===== config.mk =====
export PLATFORM = sky130hd
export DESIGN_NAME = srd_decoder
export DESIGN_NICKNAME = d
export VERILOG_FILES = /design/src/design/srd_pkg.sv /design/src/design/srd_addr_len.sv /design/src/design/srd_decoder.sv
export VERILOG_INCLUDE_DIRS = /design/src /design/src/design
export SDC_FILE = /design/constraint.sdc
export NUM_CORES = 1
export LEC_CHECK = 0
export CAP_MARGIN = 20
export CORE_AREA = 2 2 93 95
export CTS_BUF_LIST = sky130_fd_sc_hd__clkbuf_8
export DETAILED_ROUTE_END_ITERATION = 10
export DIE_AREA = 0 0 95 97
export DONT_BUFFER_PORTS = 1
export PLACE_DENSITY_LB_ADDON = 0.3
export SLEW_MARGIN = 20
export SYNTH_ARGS = -nofsm -noshare
export SYNTH_HDL_FRONTEND = slang
export SYNTH_SLANG_ARGS = --single-unit

===== constraint.sdc =====
create_clock -name CLK_SYS -period 1.95 [get_ports CLK_SYS]
set_input_delay 0 -clock CLK_SYS [delete_from_list [all_inputs] [get_ports CLK_SYS]]
set_output_delay 0 -clock CLK_SYS [all_outputs]
set_load 0.005 [all_outputs]

===== src/design/srd_defines.svh =====
// Purpose: Constants for the shift and rotate decoder
// Assumes: Opcode bytes arrive one at a time from the queue
// Notes: Clock counts are core clocks
`ifndef SRD_DEFINES_SVH
`define SRD_DEFINES_SVH

// Opcode masks and values
`define SRD_MASK_W 8'hFE
`define SRD_MASK_DW 8'hFC
`define SRD_MASK_ALL 8'hFF
`define SRD_OPC_BY1 8'hD0
`define SRD_OPC_BYC 8'hD2
`define SRD_OPC_BYI 8'hC0
`define SRD_OPC_ESC 8'h0F
`define SRD_OPC_AND 8'h20
`define SRD_OPC_DLI 8'hA4
`define SRD_OPC_DLC 8'hA5
`define SRD_OPC_DRI 8'hAC
`define SRD_OPC_DRC 8'hAD

// Field positions
`define SRD_W_BIT 0
`define SRD_D_BIT 1
`define SRD_MOD_REG 2'h3
`define SRD_RM_SIB 3'h4
`define SRD_RM_D32 3'h5
`define SRD_RM_D16 3'h6

// Operation select codes
`define SRD_TTT_ROL 3'h0
`define SRD_TTT_RCL 3'h2
`define SRD_TTT_RCR 3'h3
`define SRD_TTT_BAD 3'h6
`define SRD_TTT_SAR 3'h7

// Clock counts
`define SRD_CLK_PLAIN_REG 5'h03
`define SRD_CLK_PLAIN_MEM 5'h07
`define SRD_CLK_CARRY_REG 5'h09
`define SRD_CLK_CARRY_MEM 5'h0A
`define SRD_CLK_AND_REG 5'h02
`define SRD_CLK_NONE 5'h00

// Displacement lengths
`define SRD_DISP_0 3'h0
`define SRD_DISP_1 3'h1
`define SRD_DISP_2 3'h2
`define SRD_DISP_4 3'h4

`endif


===== src/design/srd_pkg.sv =====
// Purpose: Types for the shift and rotate decoder
// Assumes: Nothing beyond the defines header
// Notes: Shift ops use the operation select code as their value
package srd_pkg;

	typedef enum logic [2:0] {
		ST_OPC = 3'h0,
		ST_ESC = 3'h1,
		ST_MODRM = 3'h2,
		ST_SIB = 3'h3,
		ST_DISP = 3'h4,
		ST_IMM = 3'h5,
		ST_DONE = 3'h6
	} srd_state_e;

	typedef enum logic [3:0] {
		rotate_left_op = 4'h0,
		rotate_right_op = 4'h1,
		rotate_left_carry_op = 4'h2,
		rotate_right_carry_op = 4'h3,
		shift_left_op = 4'h4,
		logical_right_op = 4'h5,
		undef_op = 4'h6,
		arith_right_op = 4'h7,
		double_left_shift_op = 4'h8,
		double_right_shift_op = 4'h9,
		and_op = 4'hA,
		foreign_op = 4'hF
	} srd_op_e;

	// Same encoding as the plain left shift
	localparam srd_op_e arith_left_op = shift_left_op;

	typedef enum logic [1:0] {
		cnt_none = 2'h0,
		cnt_one = 2'h1,
		count_byte_register = 2'h2,
		cnt_imm = 2'h3
	} srd_cnt_e;

	typedef enum logic [1:0] {
		grp_none = 2'h0,
		grp_shift = 2'h1,
		grp_double = 2'h2,
		grp_and = 2'h3
	} srd_grp_e;

	typedef struct packed {
		srd_state_e state;
		srd_grp_e grp;
		srd_op_e op;
		srd_cnt_e cnt;
		logic wide;
		logic dir;
		logic mem;
		logic [2:0] reg_f;
		logic [2:0] rm_f;
		logic [7:0] modrm;
		logic [31:0] disp;
		logic [1:0] didx;
		logic [2:0] dlen;
		logic need_imm;
		logic [7:0] imm;
		logic [4:0] clocks;
		logic undef;
	} srd_regs_s;

endpackage : srd_pkg


===== src/design/srd_addr_len.sv =====
// Purpose: Length of the addressing bytes after the mod byte
// Assumes: Sib byte is only meaningful when need_sib was seen
// Notes: Combinational
`timescale 1ns/1ps
`default_nettype none
`include "srd_defines.svh"

module srd_addr_len #(
	parameter int ADDR32 = 1
) (
	input wire logic [7:0] modrm,
	input wire logic [7:0] sib,
	output logic need_sib,
	output logic [2:0] disp_len
);

	logic [1:0] md;
	logic [2:0] rm;

	if (ADDR32 < 0 || ADDR32 > 1) begin : g_chk
		$error("ADDR32 must be 0 or 1");
	end

	assign md = modrm[7:6];
	assign rm = modrm[2:0];

	always_comb begin
		need_sib = 1'b0;
		disp_len = `SRD_DISP_0;
		if (md != `SRD_MOD_REG) begin
			if (ADDR32 == 1) begin
				need_sib = (rm == `SRD_RM_SIB);
				if (md == 2'h1) begin
					disp_len = `SRD_DISP_1;
				end else if (md == 2'h2) begin
					disp_len = `SRD_DISP_4;
				end else if (rm == `SRD_RM_D32) begin
					disp_len = `SRD_DISP_4;
				end else if (rm == `SRD_RM_SIB && sib[2:0] == `SRD_RM_D32) begin
					disp_len = `SRD_DISP_4;
				end
			end else begin
				if (md == 2'h1) begin
					disp_len = `SRD_DISP_1;
				end else if (md == 2'h2) begin
					disp_len = `SRD_DISP_2;
				end else if (rm == `SRD_RM_D16) begin
					disp_len = `SRD_DISP_2;
				end
			end
		end
	end

endmodule : srd_addr_len
`default_nettype wire


===== src/design/srd_decoder.sv =====
// Purpose: Decode and time shift, rotate, double shift and AND forms
// Assumes: Queue bytes synchronous to CLK_SYS
// Notes: One instruction at a time, held until taken
// Behaviour
// - D0/D1 is a shift or rotate by one, select field picks it
// - D2/D3 is a shift or rotate counted by the count byte register
// - C0/C1 is a shift or rotate by a trailing immediate byte
// - Select field maps 000..111 except 110 (undefined) to the seven shift and rotate ops
// - Plain shifts and rotates take 3 clocks register, 7 memory
// - Rotates through carry take 9 clocks register, 10 memory
// - Carry rotate by one shares the opcode; select 010 or 011
// - 0F A4 is double left shift with immediate count byte
// - 0F A5 is double left shift counted by count byte register
// - 0F AC immediate and 0F AD register count are double right shifts
// - Double shifts take 3 clocks register, 7 memory
// - 001000dw register to register AND takes 2 clocks
`timescale 1ns/1ps
`default_nettype none
`include "srd_defines.svh"

module srd_decoder
	import srd_pkg::*;
#(
	parameter int ADDR32 = 1
) (
	input wire logic CLK_SYS,
	input wire logic SYS_RST,
	input wire logic BYTE_VALID,
	input wire logic [7:0] BYTE_DATA,
	output logic BYTE_READY,
	output logic DEC_VALID,
	input wire logic DEC_READY,
	output srd_pkg::srd_op_e DEC_OP,
	output srd_pkg::srd_cnt_e DEC_COUNT_SRC,
	output logic DEC_WIDE,
	output logic DEC_REG_IS_DEST,
	output logic DEC_MEM,
	output logic [2:0] DEC_REG_FIELD,
	output logic [2:0] DEC_RM_FIELD,
	output logic [31:0] DEC_DISP,
	output logic [7:0] DEC_IMM,
	output logic [4:0] DEC_CLOCKS,
	output logic DEC_UNDEF
);
	import srd_pkg::*;

	localparam srd_regs_s RESET_VAL = '{
		state: ST_OPC, grp: grp_none, op: foreign_op, cnt: cnt_none,
		default: '0
	};

	srd_regs_s r_reg;
	srd_regs_s r_next;
	logic take;
	logic need_sib;
	logic [2:0] alen;
	logic [7:0] len_modrm;

	if (ADDR32 < 0 || ADDR32 > 1) begin : g_chk
		$error("ADDR32 must be 0 or 1");
	end

	////////////////////////////////////////////////////////////////////
	// Helpers

	function automatic logic [4:0] srd_clocks(srd_op_e op, logic mem);
		unique case (op)
			rotate_left_op, rotate_right_op, shift_left_op,
			logical_right_op, arith_right_op,
			double_left_shift_op, double_right_shift_op:
				srd_clocks = mem ? `SRD_CLK_PLAIN_MEM : `SRD_CLK_PLAIN_REG;
			rotate_left_carry_op, rotate_right_carry_op:
				srd_clocks = mem ? `SRD_CLK_CARRY_MEM : `SRD_CLK_CARRY_REG;
			and_op:
				srd_clocks = `SRD_CLK_AND_REG;
			default:
				srd_clocks = `SRD_CLK_NONE;
		endcase
	endfunction : srd_clocks

	function automatic srd_state_e srd_after(logic [2:0] dl, logic ni);
		if (dl != `SRD_DISP_0) begin
			srd_after = ST_DISP;
		end else if (ni) begin
			srd_after = ST_IMM;
		end else begin
			srd_after = ST_DONE;
		end
	endfunction : srd_after

	////////////////////////////////////////////////////////////////////
	// Addressing length

	assign len_modrm = (r_reg.state == ST_SIB) ? r_reg.modrm : BYTE_DATA;

	srd_addr_len #(.ADDR32(ADDR32)) u_len (
		.modrm(len_modrm),
		.sib(BYTE_DATA),
		.need_sib(need_sib),
		.disp_len(alen)
	);

	////////////////////////////////////////////////////////////////////
	// Next state

	assign BYTE_READY = (r_reg.state != ST_DONE);
	assign take = BYTE_VALID && BYTE_READY;

	always_comb begin
		r_next = r_reg;
		unique case (r_reg.state)
			ST_OPC: if (take) begin
				r_next = RESET_VAL;
				r_next.wide = BYTE_DATA[`SRD_W_BIT];
				r_next.grp = grp_shift;
				r_next.state = ST_MODRM;
				if ((BYTE_DATA & `SRD_MASK_W) == `SRD_OPC_BY1) begin
					r_next.cnt = cnt_one;
				end else if ((BYTE_DATA & `SRD_MASK_W) == `SRD_OPC_BYC) begin
					r_next.cnt = count_byte_register;
				end else if ((BYTE_DATA & `SRD_MASK_W) == `SRD_OPC_BYI) begin
					r_next.cnt = cnt_imm;
					r_next.need_imm = 1'b1;
				end else if (BYTE_DATA == `SRD_OPC_ESC) begin
					r_next.grp = grp_double;
					r_next.state = ST_ESC;
				end else if ((BYTE_DATA & `SRD_MASK_DW) == `SRD_OPC_AND) begin
					r_next.grp = grp_and;
					r_next.op = and_op;
					r_next.dir = BYTE_DATA[`SRD_D_BIT];
				end else begin
					r_next.grp = grp_none;
					r_next.state = ST_DONE;
				end
			end
			ST_ESC: if (take) begin
				r_next.wide = 1'b1;
				r_next.state = ST_MODRM;
				if (BYTE_DATA == `SRD_OPC_DLI) begin
					r_next.op = double_left_shift_op;
					r_next.cnt = cnt_imm;
					r_next.need_imm = 1'b1;
				end else if (BYTE_DATA == `SRD_OPC_DLC) begin
					r_next.op = double_left_shift_op;
					r_next.cnt = count_byte_register;
				end else if (BYTE_DATA == `SRD_OPC_DRI) begin
					r_next.op = double_right_shift_op;
					r_next.cnt = cnt_imm;
					r_next.need_imm = 1'b1;
				end else if (BYTE_DATA == `SRD_OPC_DRC) begin
					r_next.op = double_right_shift_op;
					r_next.cnt = count_byte_register;
				end else begin
					r_next.grp = grp_none;
					r_next.state = ST_DONE;
				end
			end
			ST_MODRM: if (take) begin
				r_next.modrm = BYTE_DATA;
				r_next.reg_f = BYTE_DATA[5:3];
				r_next.rm_f = BYTE_DATA[2:0];
				r_next.mem = (BYTE_DATA[7:6] != `SRD_MOD_REG);
				if (r_reg.grp == grp_shift) begin
					if (BYTE_DATA[5:3] == `SRD_TTT_BAD) begin
						r_next.op = undef_op;
						r_next.undef = 1'b1;
					end else begin
						r_next.op = srd_op_e'({1'b0, BYTE_DATA[5:3]});
					end
				end
				r_next.clocks = srd_clocks(r_next.op, r_next.mem);
				r_next.dlen = alen;
				if (r_reg.grp == grp_and && r_next.mem) begin
					r_next.op = foreign_op;
					r_next.clocks = `SRD_CLK_NONE;
					r_next.state = ST_DONE;
				end else if (need_sib) begin
					r_next.state = ST_SIB;
				end else begin
					r_next.state = srd_after(alen, r_reg.need_imm);
				end
			end
			ST_SIB: if (take) begin
				r_next.dlen = alen;
				r_next.state = srd_after(alen, r_reg.need_imm);
			end
			ST_DISP: if (take) begin
				r_next.disp[{r_reg.didx, 3'h0} +: 8] = BYTE_DATA;
				r_next.didx = r_reg.didx + 2'h1;
				if (({1'b0, r_reg.didx} + 3'h1) == r_reg.dlen) begin
					r_next.state = r_reg.need_imm ? ST_IMM : ST_DONE;
				end
			end
			ST_IMM: if (take) begin
				r_next.imm = BYTE_DATA;
				r_next.state = ST_DONE;
			end
			ST_DONE: if (DEC_READY) begin
				r_next.state = ST_OPC;
			end
			default: r_next.state = ST_OPC;
		endcase
	end

	always_ff @(posedge CLK_SYS) begin
		if (SYS_RST) begin
			r_reg <= RESET_VAL;
		end else begin
			r_reg <= r_next;
		end
	end

	////////////////////////////////////////////////////////////////////
	// Outputs

	assign DEC_VALID = (r_reg.state == ST_DONE);
	assign DEC_OP = r_reg.op;
	assign DEC_COUNT_SRC = r_reg.cnt;
	assign DEC_WIDE = r_reg.wide;
	assign DEC_REG_IS_DEST = r_reg.dir;
	assign DEC_MEM = r_reg.mem;
	assign DEC_REG_FIELD = r_reg.reg_f;
	assign DEC_RM_FIELD = r_reg.rm_f;
	assign DEC_DISP = r_reg.disp;
	assign DEC_IMM = r_reg.imm;
	assign DEC_CLOCKS = r_reg.clocks;
	assign DEC_UNDEF = r_reg.undef;
endmodule : srd_decoder
`default_nettype wire


Word-level counts from Yosys, hierarchy flattened
Cells that the tools add are included.
{"block": "classes", "div_mod_pow": 0, "reduce_logical": 27, "n_addsub": 3, "shifts": 2, "n_eq_ne": 54, "bitwise_logic": 0, "mul": 0, "order_cmp": 0, "n_mux": 78}
{"op": "80-bit two-way mux", "n": 1}
{"op": "34-bit one-hot mux with 2 select lines", "n": 1}
{"op": "3-bit two-way mux", "n": 20}
{"op": "34-bit two-way mux", "n": 1}
{"op": "32-bit bitwise mux", "n": 1}
{"op": "8-bit equality test (second input constant)", "n": 4}
{"op": "8-bit by 7-bit variable shift with 32-bit output (first input constant)", "n": 1}
{"op": "8-bit by 7-bit indexed part select with 32-bit output", "n": 1}
{"op": "5-bit two-way mux", "n": 6}
{"op": "6-bit two-way mux", "n": 5}
{"op": "2-bit inequality test (second input constant)", "n": 15}
{"op": "15-bit one-hot mux with 2 select lines", "n": 1}
{"op": "9-bit two-way mux", "n": 3}
{"op": "4-bit one-hot mux with 3 select lines", "n": 2}
{"op": "3-bit equality test (second input constant)", "n": 7}
{"op": "7-bit equality test (second input constant)", "n": 3}
{"op": "3-bit one-hot mux with 7 select lines", "n": 1}
{"op": "4-bit two-way mux", "n": 5}
{"op": "8-bit two-way mux", "n": 2}
{"op": "8-bit one-hot mux with 2 select lines", "n": 1}
{"op": "1-bit two-way mux", "n": 15}
{"op": "15-bit two-way mux", "n": 1}
{"op": "3-bit AND reduction", "n": 5}
{"op": "5-bit AND reduction", "n": 3}
{"op": "34 further kinds", "n": 59}
{"block": "word_totals", "elab_cells": 181, "ram_bits": 0, "latch_bits": 0, "regBits": 80, "memories": 0, "rom_bits": 0, "out_inout_bits": 63, "in_bits": 12}

Logic depth before layout (Yosys ltp)
Gate-level depths: netlist of the first run.
{"block": "depth", "depth_word": 15, "depth_mapped": 8, "mapped_depth_nobuf": 7}

Cells and area by module
From an unflattened synthesis of the first run, not the netlist that was laid out.
{"block": "hier_totals", "cells_unflattened": 480, "area_unflattened_um2": 3911.3}
{"module": "srd_decoder", "area_per_inst_um2": 3842.4, "seq_area_each_um2": 1461.4, "n_inst": 1, "cells_each": 471}
{"module": "srd_addr_len", "area_per_inst_um2": 68.8, "seq_area_each_um2": 0.0, "n_inst": 1, "cells_each": 9}

Worst setup path after synthesis of the first run
No wires, ideal clock.
{"block": "synth_timing", "kind": "reg-to-reg", "start": "register r_reg[18] in the netlist's numbering", "end": "register r_reg[77] in the netlist's numbering", "setup_ps": 117, "path_buffers": 1, "period_less_slack_ps": 2022, "path_stages_with_launch": 8, "t_arrival_ps": 1905, "setup_slack_ps": -72, "required_ps": 1833, "path_cell_list": "dfxtp_1 -> buf_6 -> inv_1 -> ha_1 -> nor4b_2 -> a211oi_1 -> or3_1 -> a32o_1"}
{"block": "synth_via", "elab_chain_len": 4}
{"element": "start: declaration", "line_no": "srd_decoder.sv:52", "source": "srd_regs_s r_reg;"}
{"element": "start signal: assignment", "line_no": "srd_decoder.sv:209", "source": "r_reg <= r_next;"}
{"element": "2-bit by 1-bit adder with 3-bit output", "line_no": "srd_decoder.sv:190", "source": "if (({1'b0, r_reg.didx} + 3'h1) == r_reg.dlen) begin"}
{"element": "3-bit equality test", "line_no": "srd_decoder.sv:190"}
{"element": "2-bit inequality test (no line)"}
{"element": "8-bit AND reduction (no line)"}
Every way passes these cells.
A chain may end at the register's enable or synchronous reset.

Final worst setup path of the first run
Same ends and word-level chain as after synthesis.

==> results by group, run 1 <==
Status
  – Status: complete, no violations

Timing
  – Final Max Tran Viols: 0
  – Clock skew: 0.008899 ns
  – Final hold vios: 0
  – Least-Margin Pin Slew: 0.7377 ns
  – RSZ-0062 raised after global routing: false
  – Minimum clock period: around 1.9 ns
  – Final hold slack: approximately 0.011 ns
  – Setup Viol. Count Final: 0
  – Relative slew slack: between 50% and 60%
  – Setup TNS: 0 ns
  – Max Clk Rate: 528.5 MHz
  – Tcrit/Tclk final: 97.04%

CTS
  – H-tree levels: 3
  – TritonCTS Buffers: 9
  – CTS clk-pin slew, worst paths: 0.08 ns
  – CTS max path bufs: 2
  – Clock sink count: 72
  – Clk_lat worst skew: 0.36 ns
  – CTS tree: done
  – Clock Root Buffer: clkbuf_8

Route
  – Total Wirelength: roughly 11000 microns
  – Per-cell routed wire length: 19.54 microns
  – DRC Markers: 0
  – Routed vias: 3404
  – DRT antenna net count: 0
  – Number of DRC markers in iteration 0: 347
  – Vias per cell: slightly above 6
  – First-pass DRT Iterations: 6

Yosys
  – Post-synth EDFFs: 0
  – Synth warnings: 0
  – Post-synth ARST share: 0%
  – Post-Syn Area: 3934 sq um
  – Flops & latches, synth: 72
  – Post-synth top flop: dfxtp_1
  – Post-Synthesis Cells: between 400 and 500
  – Seq/Total Area, Yosys: 36.64%
  – Post-synthesis cell type count: 60
  – Mapped Nets: 504
  – Avg Inst Size Synth: 8.061 sq um

Die
  – Die height: 97 microns
  – Die Width: approximately 95 microns
  – Die area: 9215 sq um
  – I/O Pins: 75
  – Core ar.: 8134 sq um
  – Std-Cell Rows: 33
  – Initial Utilization: between 40% and 50%

Layout
  – Commonest cells after routing, fill and taps aside: dfxtp_1 (71), nor2_1 (70), a22oi_1 (40), nand2_1 (32), a21oi_1 (29)
  – Number of flip-flops under the largest register name: 32
  – Fin nets: roughly 470
  – Core Util, Final: 50.47%
  – Commonest non-fill, non-tap cell in the layout: dfxtp_1
  – Fill cell count: 768
  – Share of cells above drive strength 1: 13.19%
  – Area occupied by registers: 1443 sq um
  – Multi-input logic area: 1858 sq um
  – Layout area overhead: 4.358%
  – Antenna diodes: 0

GRT
  – All-Layer GR Usage: 23.71%
  – Total gr overflow: 0
  – First-pass GRT wire length: 16830 microns
  – Largest net degree at the start of global routing: 70
  – Initial antenna violation count: 0
  – Vias in the first global route: 3130

Hold path
  – Hold Path Sink: DEC_OP[0]
  – Hold Crit Depth: 4
  – Hold_sp: BYTE_DATA[3]
  – Hold crit path type: in -> reg

Placed design
  – I/O Buffers: 0
  – DP HPWL: 6920 microns
  – Gpl congestion: 0.8909

Worst setup path
  – FF-to-FF End: r_reg[77]
  – CP required: approximately 2.2 ns
  – CP endpoint kind: flip-flop
  – Crit path launch type: flip-flop
  – FF-to-FF Start: r_reg[18]
  – CP Launch Point: r_reg[18]
  – WS Path Type: reg -> reg
  – Critical path arrival: 2.14 ns
  – R2r setup slk: 0.06 ns
  – Highest net fanout along the worst path: 4
  – Worst r2r path cells: 6

Pwr
  – Power per standard cell area: approximately 870 nW/um^2
  – P_leak: 1.484 nW
  – Worst IR drop on VDD: 0.4545 mV

Run
  – Number of max-cap violations: 0
-- metrics by stage --
| stage | instances | cell area, sq um | total power (W) | worst slack, ns |
|---|---|---|---|---|
| CTS | 560 | 4093 | 0.003600 | 0.04811 |
| global placement | 532 | 3704 | 0.002051 | 0.1187 |
| floorplan | 488 | 3936 | 0.001973 | 0.05412 |
| global route | 560 | 4105 | 0.003718 | 0.008272 |
| finish | 560 | 4105 | 0.003587 | 0.05770 |
| detailed placement | 532 | 3704 | 0.002058 | 0.05940 |
-- synth_stat cells, drive strengths merged, types with 3 or more instances --
master | n | area, sq um
a21oi | 29 | 145.1
dfxtp | 72 | 1441
o21ai | 21 | 105.1
clkbuf | 14 | 53.80
a22oi | 40 | 300.3
nand2b | 5 | 31.28
nor3 | 12 | 70.07
inv | 15 | 56.30
nor3b | 3 | 22.52
o211ai | 4 | 30.03
a31oi | 6 | 37.54
nor2 | 71 | 282.8
nand2 | 34 | 132.6
buf | 75 | 533.0
nand4 | 4 | 25.02
nor4 | 3 | 18.77
ha | 4 | 50.05
a211oi | 4 | 30.03
a2111oi | 3 | 32.53
nand3 | 23 | 115.1
a32oi | 3 | 26.28
-- cell type report --
class                      count  share of cell area (%)
clock inverter                 5                   2.530
sequential                    72                   35.14
clock buffer                  10                   3.353
tap                          105                   3.200
inverter                      15                   1.372
multi-input combinational    312                   45.26
timing repair buffer          41                   9.144
-- timing repair --
action | CTS | global route
endpoints found under the setup margin | 0 | 13
hold buffers | 13 | 0
setup buffers | 0 | 0
endpoints found under the hold margin | 72 | 0
resized for setup | 0 | 5
-- cells by family (layout without fill, tap and decap cells) --
logic type	after synthesis	after routing	synth area share, %
AO/OA/AOI/OAI	125	125	21.31
XOR/XNOR	3	3	0.6681
adder cells (fa/ha/maj)	4	4	1.272
buffers and inverters	104	71	16.35
flip-flops	72	72	36.64
multiplexers	3	3	0.7952
other	1	1	0.09533
AND/OR/NAND/NOR	176	176	22.87
-- worst max path at each step --
| stage | endpoint | slack, ns | cells after the start |
|---|---|---|---|
| floorplan | r_reg[77] | 0.05 | 7 |
| global placement | r_reg[77] | 0.12 | 6 |
| detailed placement | r_reg[77] | 0.06 | 6 |
| CTS | r_reg[77] | 0.05 | 6 |
| global route | DEC_DISP[22] | 0.008 | 6 |
| finish | r_reg[77] | 0.06 | 6 |
-- worst max-delay path, cell delays in order (launching register included) --
cell,delay [ns]
dfxtp_1,0.34
ha_1,0.25
xor2_1,0.16
nor4b_2,0.32
a211oi_1,0.09
or3_1,0.35
a32o_1,0.28
-- report_power, final --
group          internal, W  switching (W)
Clock             0.000880       0.000578
Combinational     0.000223       0.000338
Sequential         0.00151      0.0000596
-- metal layers --
| metal | global-route usage, % | vias up | routed length (microns) |
|---|---|---|---|
| li1 | - | 1593 | - |
| met4 | 9.810 | 0 | 352 |
| met2 | 35.84 | 167 | 4934 |
| met5 | 0 | - | 0 |
| met1 | 30.37 | 1614 | 4641 |
| met3 | 8.489 | 30 | 1016 |
(Power assumes the default switching activity.)
==> inputs of run 2 (changes only) <==
--- a/config.mk
+++ b/config.mk
@@ -6,11 +6,12 @@
 export SDC_FILE = /design/constraint.sdc
 export NUM_CORES = 1
 export LEC_CHECK = 0
+export ABC_AREA = 1
 export CAP_MARGIN = 20
-export CORE_AREA = 2 2 93 95
+export CORE_AREA = 2 2 94 96
 export CTS_BUF_LIST = sky130_fd_sc_hd__clkbuf_8
 export DETAILED_ROUTE_END_ITERATION = 10
-export DIE_AREA = 0 0 95 97
+export DIE_AREA = 0 0 96 98
 export DONT_BUFFER_PORTS = 1
 export PLACE_DENSITY_LB_ADDON = 0.3
 export SLEW_MARGIN = 20
==> results by group, run 2 <==
Status
  – Status: complete, no violations

Route
  – Number of DRC markers in iteration 0: 326 (-6.1%)
  – Vias per cell: 5.374 (-12%)
  – Total Wirelength: 10770 microns (-1.6%)
  – DRC Markers: 0 (unchanged)
  – Routed vias: 3509 (+3.1%)
  – DRT antenna net count: 0 (unchanged)
  – First-pass DRT Iterations: 5 (-1)
  – Per-cell routed wire length: 16.49 microns (-16%)

Worst setup path
  – Critical path arrival: 2.12 ns (-0.02 ns)
  – FF-to-FF End: r_reg[18]
  – Crit-path max cell delay: 0.56 ns (+0.21 ns)
  – Crit path launch type: flip-flop
  – Critical path's slowest cell: dlygate4sd3_1
  – R2r setup slk: 0.12 ns (+0.07 ns)
  – WS Path Type: reg -> reg
  – CP endpoint kind: flip-flop
  – Top Family by Delay on Critical Path: buffers and inverters
  – Crit-path cells: buf_4 > nor2_2 > inv_2 > nor2_4 > inv_2 > nor2_2 > nand2_1 > a21oi_2 > dlygate4sd3_1
  – FF-to-FF Start: r_reg[77]
  – CP required: 2.24 ns (+0.04 ns)
  – Worst r2r path cells: 9 (+3)
  – Sum of buffers and inverters on the critical path: 4 (+4)
  – CP Depth: 9 (+3)
  – Highest net fanout along the worst path: 7 (+3)

Yosys
  – Commonest cells post-synth: nand2_1 (132), dfxtp_1 (72), a21oi_1 (65), buf_4 (62), inv_1 (50)
  – Seq/Total Area, Yosys: 36.08% (-0.56 points)
  – Mapped Nets: 590 (+17%)
  – Synth top area cells: dfxtp_1 (36%), nand2_1 (12%), buf_4 (12%)
  – Post-synthesis cell type count: 38 (-37%)
  – Post-Syn Area: 3995 sq um (+1.6%)
  – Avg Inst Size Synth: 6.960 sq um (-14%)
  – Post-synth EDFFs: 0 (unchanged)
  – Most common cell in the netlist: nand2_1
  – Post-synth top area cell: dfxtp_1
  – Flops & latches, synth: 72 (unchanged)
  – Synth warnings: 0 (unchanged)
  – Post-Synthesis Cells: 574 (+18%)
  – Top cell type's share of synthesized area: 36.08% (-0.56 points)
  – Post-synth ARST share: 0% (unchanged)
  – Post-synth top flop: dfxtp_1

Hold path
  – Hold_sp: BYTE_DATA[7]
  – Hold Path Sink: r_reg[15]
  – Hold crit path type: in -> reg
  – Hold Crit Depth: 5 (+1)

Pwr
  – P_leak: 1.712 nW (+15%)
  – Sw Share: 33.13% (+5.9 points)
  – Power per standard cell area: 886.1 nW/um^2 (+1.4%)
  – Worst IR drop on VDD: 0.4918 mV (+8.2%)
  – Psw: 0.001207 W (+24%)
  – Cell internal pwr: 0.002437 W (-6.7%)
  – Comb pwr share: 21.0% (+5.4 points)
  – Reg power frac: 46.4% (+2.7 points)
  – Clock share of power: 32.6% (-8.0 points)

GRT
  – All-Layer GR Usage: 23.79% (+0.079 points)
  – First-pass GRT wire length: 17200 microns (+2.2%)
  – Largest net degree at the start of global routing: 45 (-36%)
  – Total gr overflow: 0 (unchanged)
  – Initial antenna violation count: 0 (unchanged)
  – Vias in the first global route: 3268 (+4.4%)

Die
  – Die height: 98 microns (+1.0%)
  – Std-Cell Rows: 34 (+3.0%)
  – Initial Utilization: 47.19% (-1.2 points)
  – I/O Pins: 75 (unchanged)
  – Die area: 9408 sq um (+2.1%)
  – Core ar.: 8466 sq um (+4.1%)
  – Die Width: 96 microns (+1.1%)

CTS
  – Clock Root Buffer: clkbuf_8
  – CTS tree: done
  – CTS max path bufs: 2 (unchanged)
  – CTS clk-pin slew, worst paths: 0.08 ns (about the same)
  – Clock sink count: 72 (unchanged)
  – H-tree levels: 3 (unchanged)
  – Clk_lat worst skew: 0.35 ns (about the same)
  – TritonCTS Buffers: 9 (unchanged)

Layout
  – Share of cells above drive strength 1: 12.66% (-0.53 points)
  – Antenna diodes: 0 (unchanged)
  – Number of flip-flops under the largest register name: 32 (unchanged)
  – Commonest non-fill, non-tap cell in the layout: nand2_1
  – Fin nets: 556 (+19%)
  – Layout area overhead: 2.944%
  – Commonest cells after routing, fill and taps aside: nand2_1 (132), dfxtp_1 (70), a21oi_1 (63), inv_1 (51), nor2_1 (39)
  – Fill cell count: 859 (+12%)

Timing
  – RSZ-0062 raised after global routing: false
  – Clock skew: 0.006487 ns (-0.002411 ns)
  – Tcrit/Tclk final: 93.60% (-3.4 points)
  – Setup Viol. Count Final: 0 (unchanged)
  – Minimum clock period: 1.825 ns (-0.06704 ns)
  – Setup TNS: 0 ns (unchanged)
  – Least-Margin Pin Slew: 0.5432 ns (-0.1946 ns)
  – Final hold vios: 0 (unchanged)
  – Max Clk Rate: 547.9 MHz (+3.7%)
  – Relative slew slack: 63.79% (+13 points)
  – Final hold slack: 0.01151 ns (+0.00001900 ns)
  – Final Max Tran Viols: 0 (unchanged)

Placed design
  – I/O Buffers: 0 (unchanged)
  – Gpl congestion: 0.8841 (-0.76%)
  – DP HPWL: 7605 microns (+9.9%)

Run
  – Number of max-cap violations: 0 (unchanged)
run 2: cell families (layout without fill, tap and decap cells):
| kind of cell | after synthesis | after routing | share of synthesized area (%) |
|---|---|---|---|
| other | 1 | 1 | 0.09387 |
| AND/OR/NAND/NOR | 230 | 230 | 25.49 |
| adder cells (fa/ha/maj) | 4 | 4 | 1.253 |
| AO/OA/AOI/OAI | 128 | 128 | 17.57 |
| flip-flops | 72 | 72 | 36.08 |
| buffers and inverters | 137 | 108 | 19.07 |
| XOR/XNOR | 2 | 2 | 0.4385 |
run 2: through the flow:
| step | util, % | cell area, sq um | power (W) | worst slack [ns] | std cells |
|---|---|---|---|---|---|
| 4_1_cts | 48.14 | 4075 | 0.003636 | 0.04224 | 652 |
| 3_5_place_dp | 44.04 | 3729 | 0.002395 | 0.1364 | 622 |
| 5_1_grt | 48.58 | 4113 | 0.003840 | 0.02202 | 653 |
| 2_1_floorplan | - | 3996 | 0.002350 | 0.04990 | 574 |
| 3_3_place_gp | 44.04 | 3729 | 0.002385 | 0.1277 | 622 |
| 6_report | 48.58 | 4113 | 0.003644 | 0.1247 | 653 |
run 2: worst min-delay path: stages:
cell and delay [ns]:
nand2_1 0.03, nand2_1 0.07, inv_1 0.07, nand3_1 0.08, a21oi_1 0.06
run 2: how the worst max path moves through the flow:
stage,startpoint,endpoint
floorplan,r_reg[18],r_reg[77]
global placement,r_reg[18],r_reg[78]
detailed placement,r_reg[79],DEC_IMM[2]
CTS,BYTE_DATA[4],DEC_OP[2]
global route,r_reg[77],r_reg[18]
finish,r_reg[77],r_reg[18]
run 2: power groups by stage:
stage          logic, W  registers [W]  clock network (W)
2_1_floorplan  0.000680        0.00167                  0
3_3_place_gp   0.000664        0.00172                  0
3_5_place_dp   0.000672        0.00172                  0
4_1_cts        0.000739        0.00169            0.00121
5_1_grt        0.000854        0.00171            0.00128
6_report       0.000764        0.00169            0.00119
run 2: layer usage:
layer	wire length (microns)	vias up	part of all wire [%]	track usage [%]
li1	-	1750	-	-
met1	4870	1609	45	33.12
met2	4739	135	44	35.58
met3	926	15	8.6	5.941
met4	231	0	2.1	8.462
met5	0	-	0	0
run 2: final cells by class:
| cell class | count | area, sq um | area share [%] |
|---|---|---|---|
| clock buffer | 9 | 123.9 | 3.012 |
| sequential | 72 | 1444 | 35.11 |
| clock inverter | 7 | 72.57 | 1.765 |
| multi-input combinational | 365 | 1809 | 43.99 |
| timing repair buffer | 34 | 305.3 | 7.423 |
| inverter | 58 | 222.7 | 5.415 |
| tap | 108 | 135.1 | 3.286 |
run 2: timing repair:
action | in CTS | in global routing
setup endpoints to repair | 0 | 25
hold buffers | 14 | 0
hold endpoints to repair | 69 | 0
buffers inserted | 0 | 1
gates resized for setup | 0 | 12
==> inputs of run 3 (changes only) <==
--- a/config.mk
+++ b/config.mk
@@ -13,6 +13,7 @@
 export DETAILED_ROUTE_END_ITERATION = 10
 export DIE_AREA = 0 0 96 98
 export DONT_BUFFER_PORTS = 1
+export GPL_TIMING_DRIVEN = 0
 export PLACE_DENSITY_LB_ADDON = 0.3
 export SLEW_MARGIN = 20
 export SYNTH_ARGS = -nofsm -noshare
==> constraint.sdc (replaced) <==
create_clock -name CLK_SYS -period 1.5 [get_ports CLK_SYS]
set_input_delay 0 -clock CLK_SYS [delete_from_list [all_inputs] [get_ports CLK_SYS]]
set_output_delay 0 -clock CLK_SYS [all_outputs]
set_load 0.005 [all_outputs]
==> results by group, run 3 (synthesized netlist as in run 2, its figures left out) <==
Status
  – Status: complete, but fails checks
  – Violated checks: negative hold slack, negative setup slack

Worst setup path
  – Crit-path max cell delay: 0.36 ns (-0.20 ns)
  – CP Launch Point: r_reg[79]
  – FF-to-FF End: r_reg[77]
  – Most Frequent Cell on Critical Path: nand2_1
  – CP endpoint kind: flip-flop
  – Worst r2r path cells: 14 (+5)
  – Highest net fanout along the worst path: 7 (unchanged)
  – Crit-path cells: inv_4 > buf_8 > nand3_4 > nand2_2 > nand3_2 > nand2_1 > nand2_2 > nand2_2 > nand4_1 > nand2_1 > inv_1 > nand2_1 > nand2_1 > a21oi_1
  – Critical path arrival: 1.98 ns (-0.14 ns)
  – FF-to-FF Start: r_reg[79]
  – Sum of buffers and inverters on the critical path: 3 (-1)
  – Top Family by Delay on Critical Path: simple AND/OR/NAND/NOR gates
  – Crit path launch type: flip-flop
  – Critical path's slowest cell: dfxtp_4
  – WS Path Type: reg -> reg
  – CP required: 1.79 ns (-0.45 ns)
  – R2r setup slk: -0.19 ns (-0.31 ns)

Placed design
  – Gpl congestion: 0.9773 (+11%)
  – Setup WS pre-CTS: -0.3856 ns (-0.5220 ns)
  – DP HPWL: 8169 microns (+7.4%)
  – I/O Buffers: 0 (unchanged)
  – Cells after DPL: 682 (+9.6%)

Layout
  – Share of cells above drive strength 1: 41.77% (+29 points)
  – Layout area overhead: 36.24%
  – Antenna diodes: 0 (unchanged)
  – Fin nets: 655 (+18%)
  – Final Non-Filler Cells: 752 (+15%)
  – Number of flip-flops under the largest register name: 32 (unchanged)
  – Fill cell count: 688 (-20%)
  – Commonest non-fill, non-tap cell in the layout: nand2_1
  – Commonest cells after routing, fill and taps aside: nand2_1 (108), buf_4 (92), dfxtp_1 (67), a21oi_1 (42), inv_1 (38)

Die
  – Initial Utilization: 47.19% (unchanged)
  – Core ar.: 8466 sq um (unchanged)
  – Die area: 9408 sq um (unchanged)
  – Die Width: 96 microns (unchanged)
  – Die height: 98 microns (unchanged)
  – I/O Pins: 75 (unchanged)
  – Std-Cell Rows: 34 (unchanged)

CTS
  – H-tree levels: 3 (unchanged)
  – Clk_lat worst skew: 0.37 ns (+0.02 ns)
  – CTS max path bufs: 2 (unchanged)
  – CTS clk-pin slew, worst paths: 0.08 ns (about the same)
  – CTS tree: done
  – TritonCTS Buffers: 9 (unchanged)
  – Clock sink count: 72 (unchanged)
  – Clock Root Buffer: clkbuf_8

Timing
  – Clock skew: 0.01072 ns (+0.004235 ns)
  – Final Max Tran Viols: 0 (unchanged)
  – Final hold vios: 2 (+2)
  – RSZ-0062 raised after global routing: true
  – Setup Viol. Count Final: 39 (+39)
  – Least-Margin Pin Slew: 0.7713 ns (+0.2281 ns)
  – Relative slew slack: 48.58% (-15 points)
  – Worst setup margin: -0.1898 ns (-0.3145 ns)
  – Minimum clock period: 1.690 ns (-0.1355 ns)
  – Max Clk Rate: 591.8 MHz (+8.0%)
  – Final hold slack: -0.01206 ns (-0.02357 ns)
  – Tcrit/Tclk final: 112.7% (+19 points)

Route
  – Per-cell routed wire length: 18.16 microns (+10%)
  – Met1 Wirelength: 5471 microns (+12%)
  – Total Wirelength: 13660 microns (+27%)
  – DR WL met2: 6447 microns (+36%)
  – Vias per cell: 5.606 (+4.3%)
  – Number of DRC markers in iteration 0: 379 (+16%)
  – First-pass DRT Iterations: 6 (+1)
  – DR WL met3: 1235 microns (+33%)
  – Routed vias: 4216 (+20%)
  – DRT antenna net count: 0 (unchanged)
  – DRC Markers: 0 (unchanged)
  – Top Layer Used: met4

GRT
  – All-Layer GR Usage: 26.71% (+2.9 points)
  – First-pass GRT wire length: 19350 microns (+12%)
  – Largest net degree at the start of global routing: 15 (-67%)
  – Vias in the first global route: 3821 (+17%)
  – Initial antenna violation count: 0 (unchanged)
  – Total gr overflow: 0 (unchanged)

Hold path
  – Hold Crit Depth: 3 (-2)
  – Hold Path Sink: DEC_DISP[6]
  – Hold crit path type: in -> reg
  – Hold_sp: BYTE_DATA[6]

Pwr
  – Worst IR drop on VDD: 0.5723 mV (+16%)
  – P_leak: 2.247 nW (+31%)
  – Power per standard cell area: 1029 nW/um^2 (+16%)

Run
  – Number of max-cap violations: 0 (unchanged)
## run 3: changes by cell type in the layout (fill, tap and decap cells not counted), sizes merged
cell and delta:
inv -1, clkinvlp +1, clkbuf +9, dlymetal6s4s -2, buf +93, dlygate4sd3 -1
## run 3: worst max path at each step
| stage | to | depth (start not counted) |
|---|---|---|
| floorplan | r_reg[77] | 8 |
| global placement | DEC_OP[0] | 10 |
| CTS | r_reg[79] | 9 |
| finish | r_reg[77] | 14 |
| global route | r_reg[79] | 10 |
| detailed placement | DEC_IMM[2] | 6 |
## run 3: power by group
group | internal [W] | switching, W
registers | 0.00206 | 0.000113
clock network | 0.000788 | 0.000864
logic | 0.000745 | 0.00103
total | 0.00359 | 0.00201
## run 3: through the flow
stage / util (%) / setup TNS, ns / cell area [sq um] / power [W]
2_1_floorplan: - / -0.2049 / 4026 / 0.003067
3_3_place_gp: 49.16 / -12.92 / 4161 / 0.003319
3_5_place_dp: 49.16 / -15.19 / 4161 / 0.003341
4_1_cts: 58.38 / -1.212 / 4942 / 0.005254
5_1_grt: 64.29 / -6.783 / 5443 / 0.005820
6_report: 64.29 / -3.526 / 5443 / 0.005600
## run 3: what timing repair did
item                                    4_1_cts  5_1_grt
endpoints found under the hold margin        11        1
pin swaps                                    27       41
hold buffers                                  9        1
resized for setup                            74      107
endpoints found under the setup margin       66       55
setup buffers                                29       15
## run 3: area by class of cell
| class | instances | area (sq um) | share of cell area (%) |
|---|---|---|---|
| Sequential cell | 72 | 1455 | 26.74 |
| Buffer | 79 | 586.8 | 10.78 |
| Multi-Input combinational cell | 365 | 2328 | 42.78 |
| Timing Repair Buffer | 54 | 489.2 | 8.989 |
| Inverter | 58 | 244.0 | 4.483 |
| Tap cell | 108 | 135.1 | 2.483 |
| Clock inverter | 7 | 80.08 | 1.471 |
| Clock buffer | 9 | 123.9 | 2.276 |
## run 3: worst register-to-register path: cells and delay by family, from the launching register on
| kind | cells | cell delay [ns] |
|---|---|---|
| flip-flops | 1 | 0.36 |
| buffers and inverters | 3 | 0.20 |
| AND/OR/NAND/NOR | 10 | 0.92 |
| AO/OA/AOI/OAI | 1 | 0.11 |
## run 3: per-layer routing
layer  GRT usage (%)  vias to the layer above
met5               0                        -
met4           12.09                        0
met3           5.556                       45
met2           40.97                      248
met1           35.81                     1988
li1                -                     1935
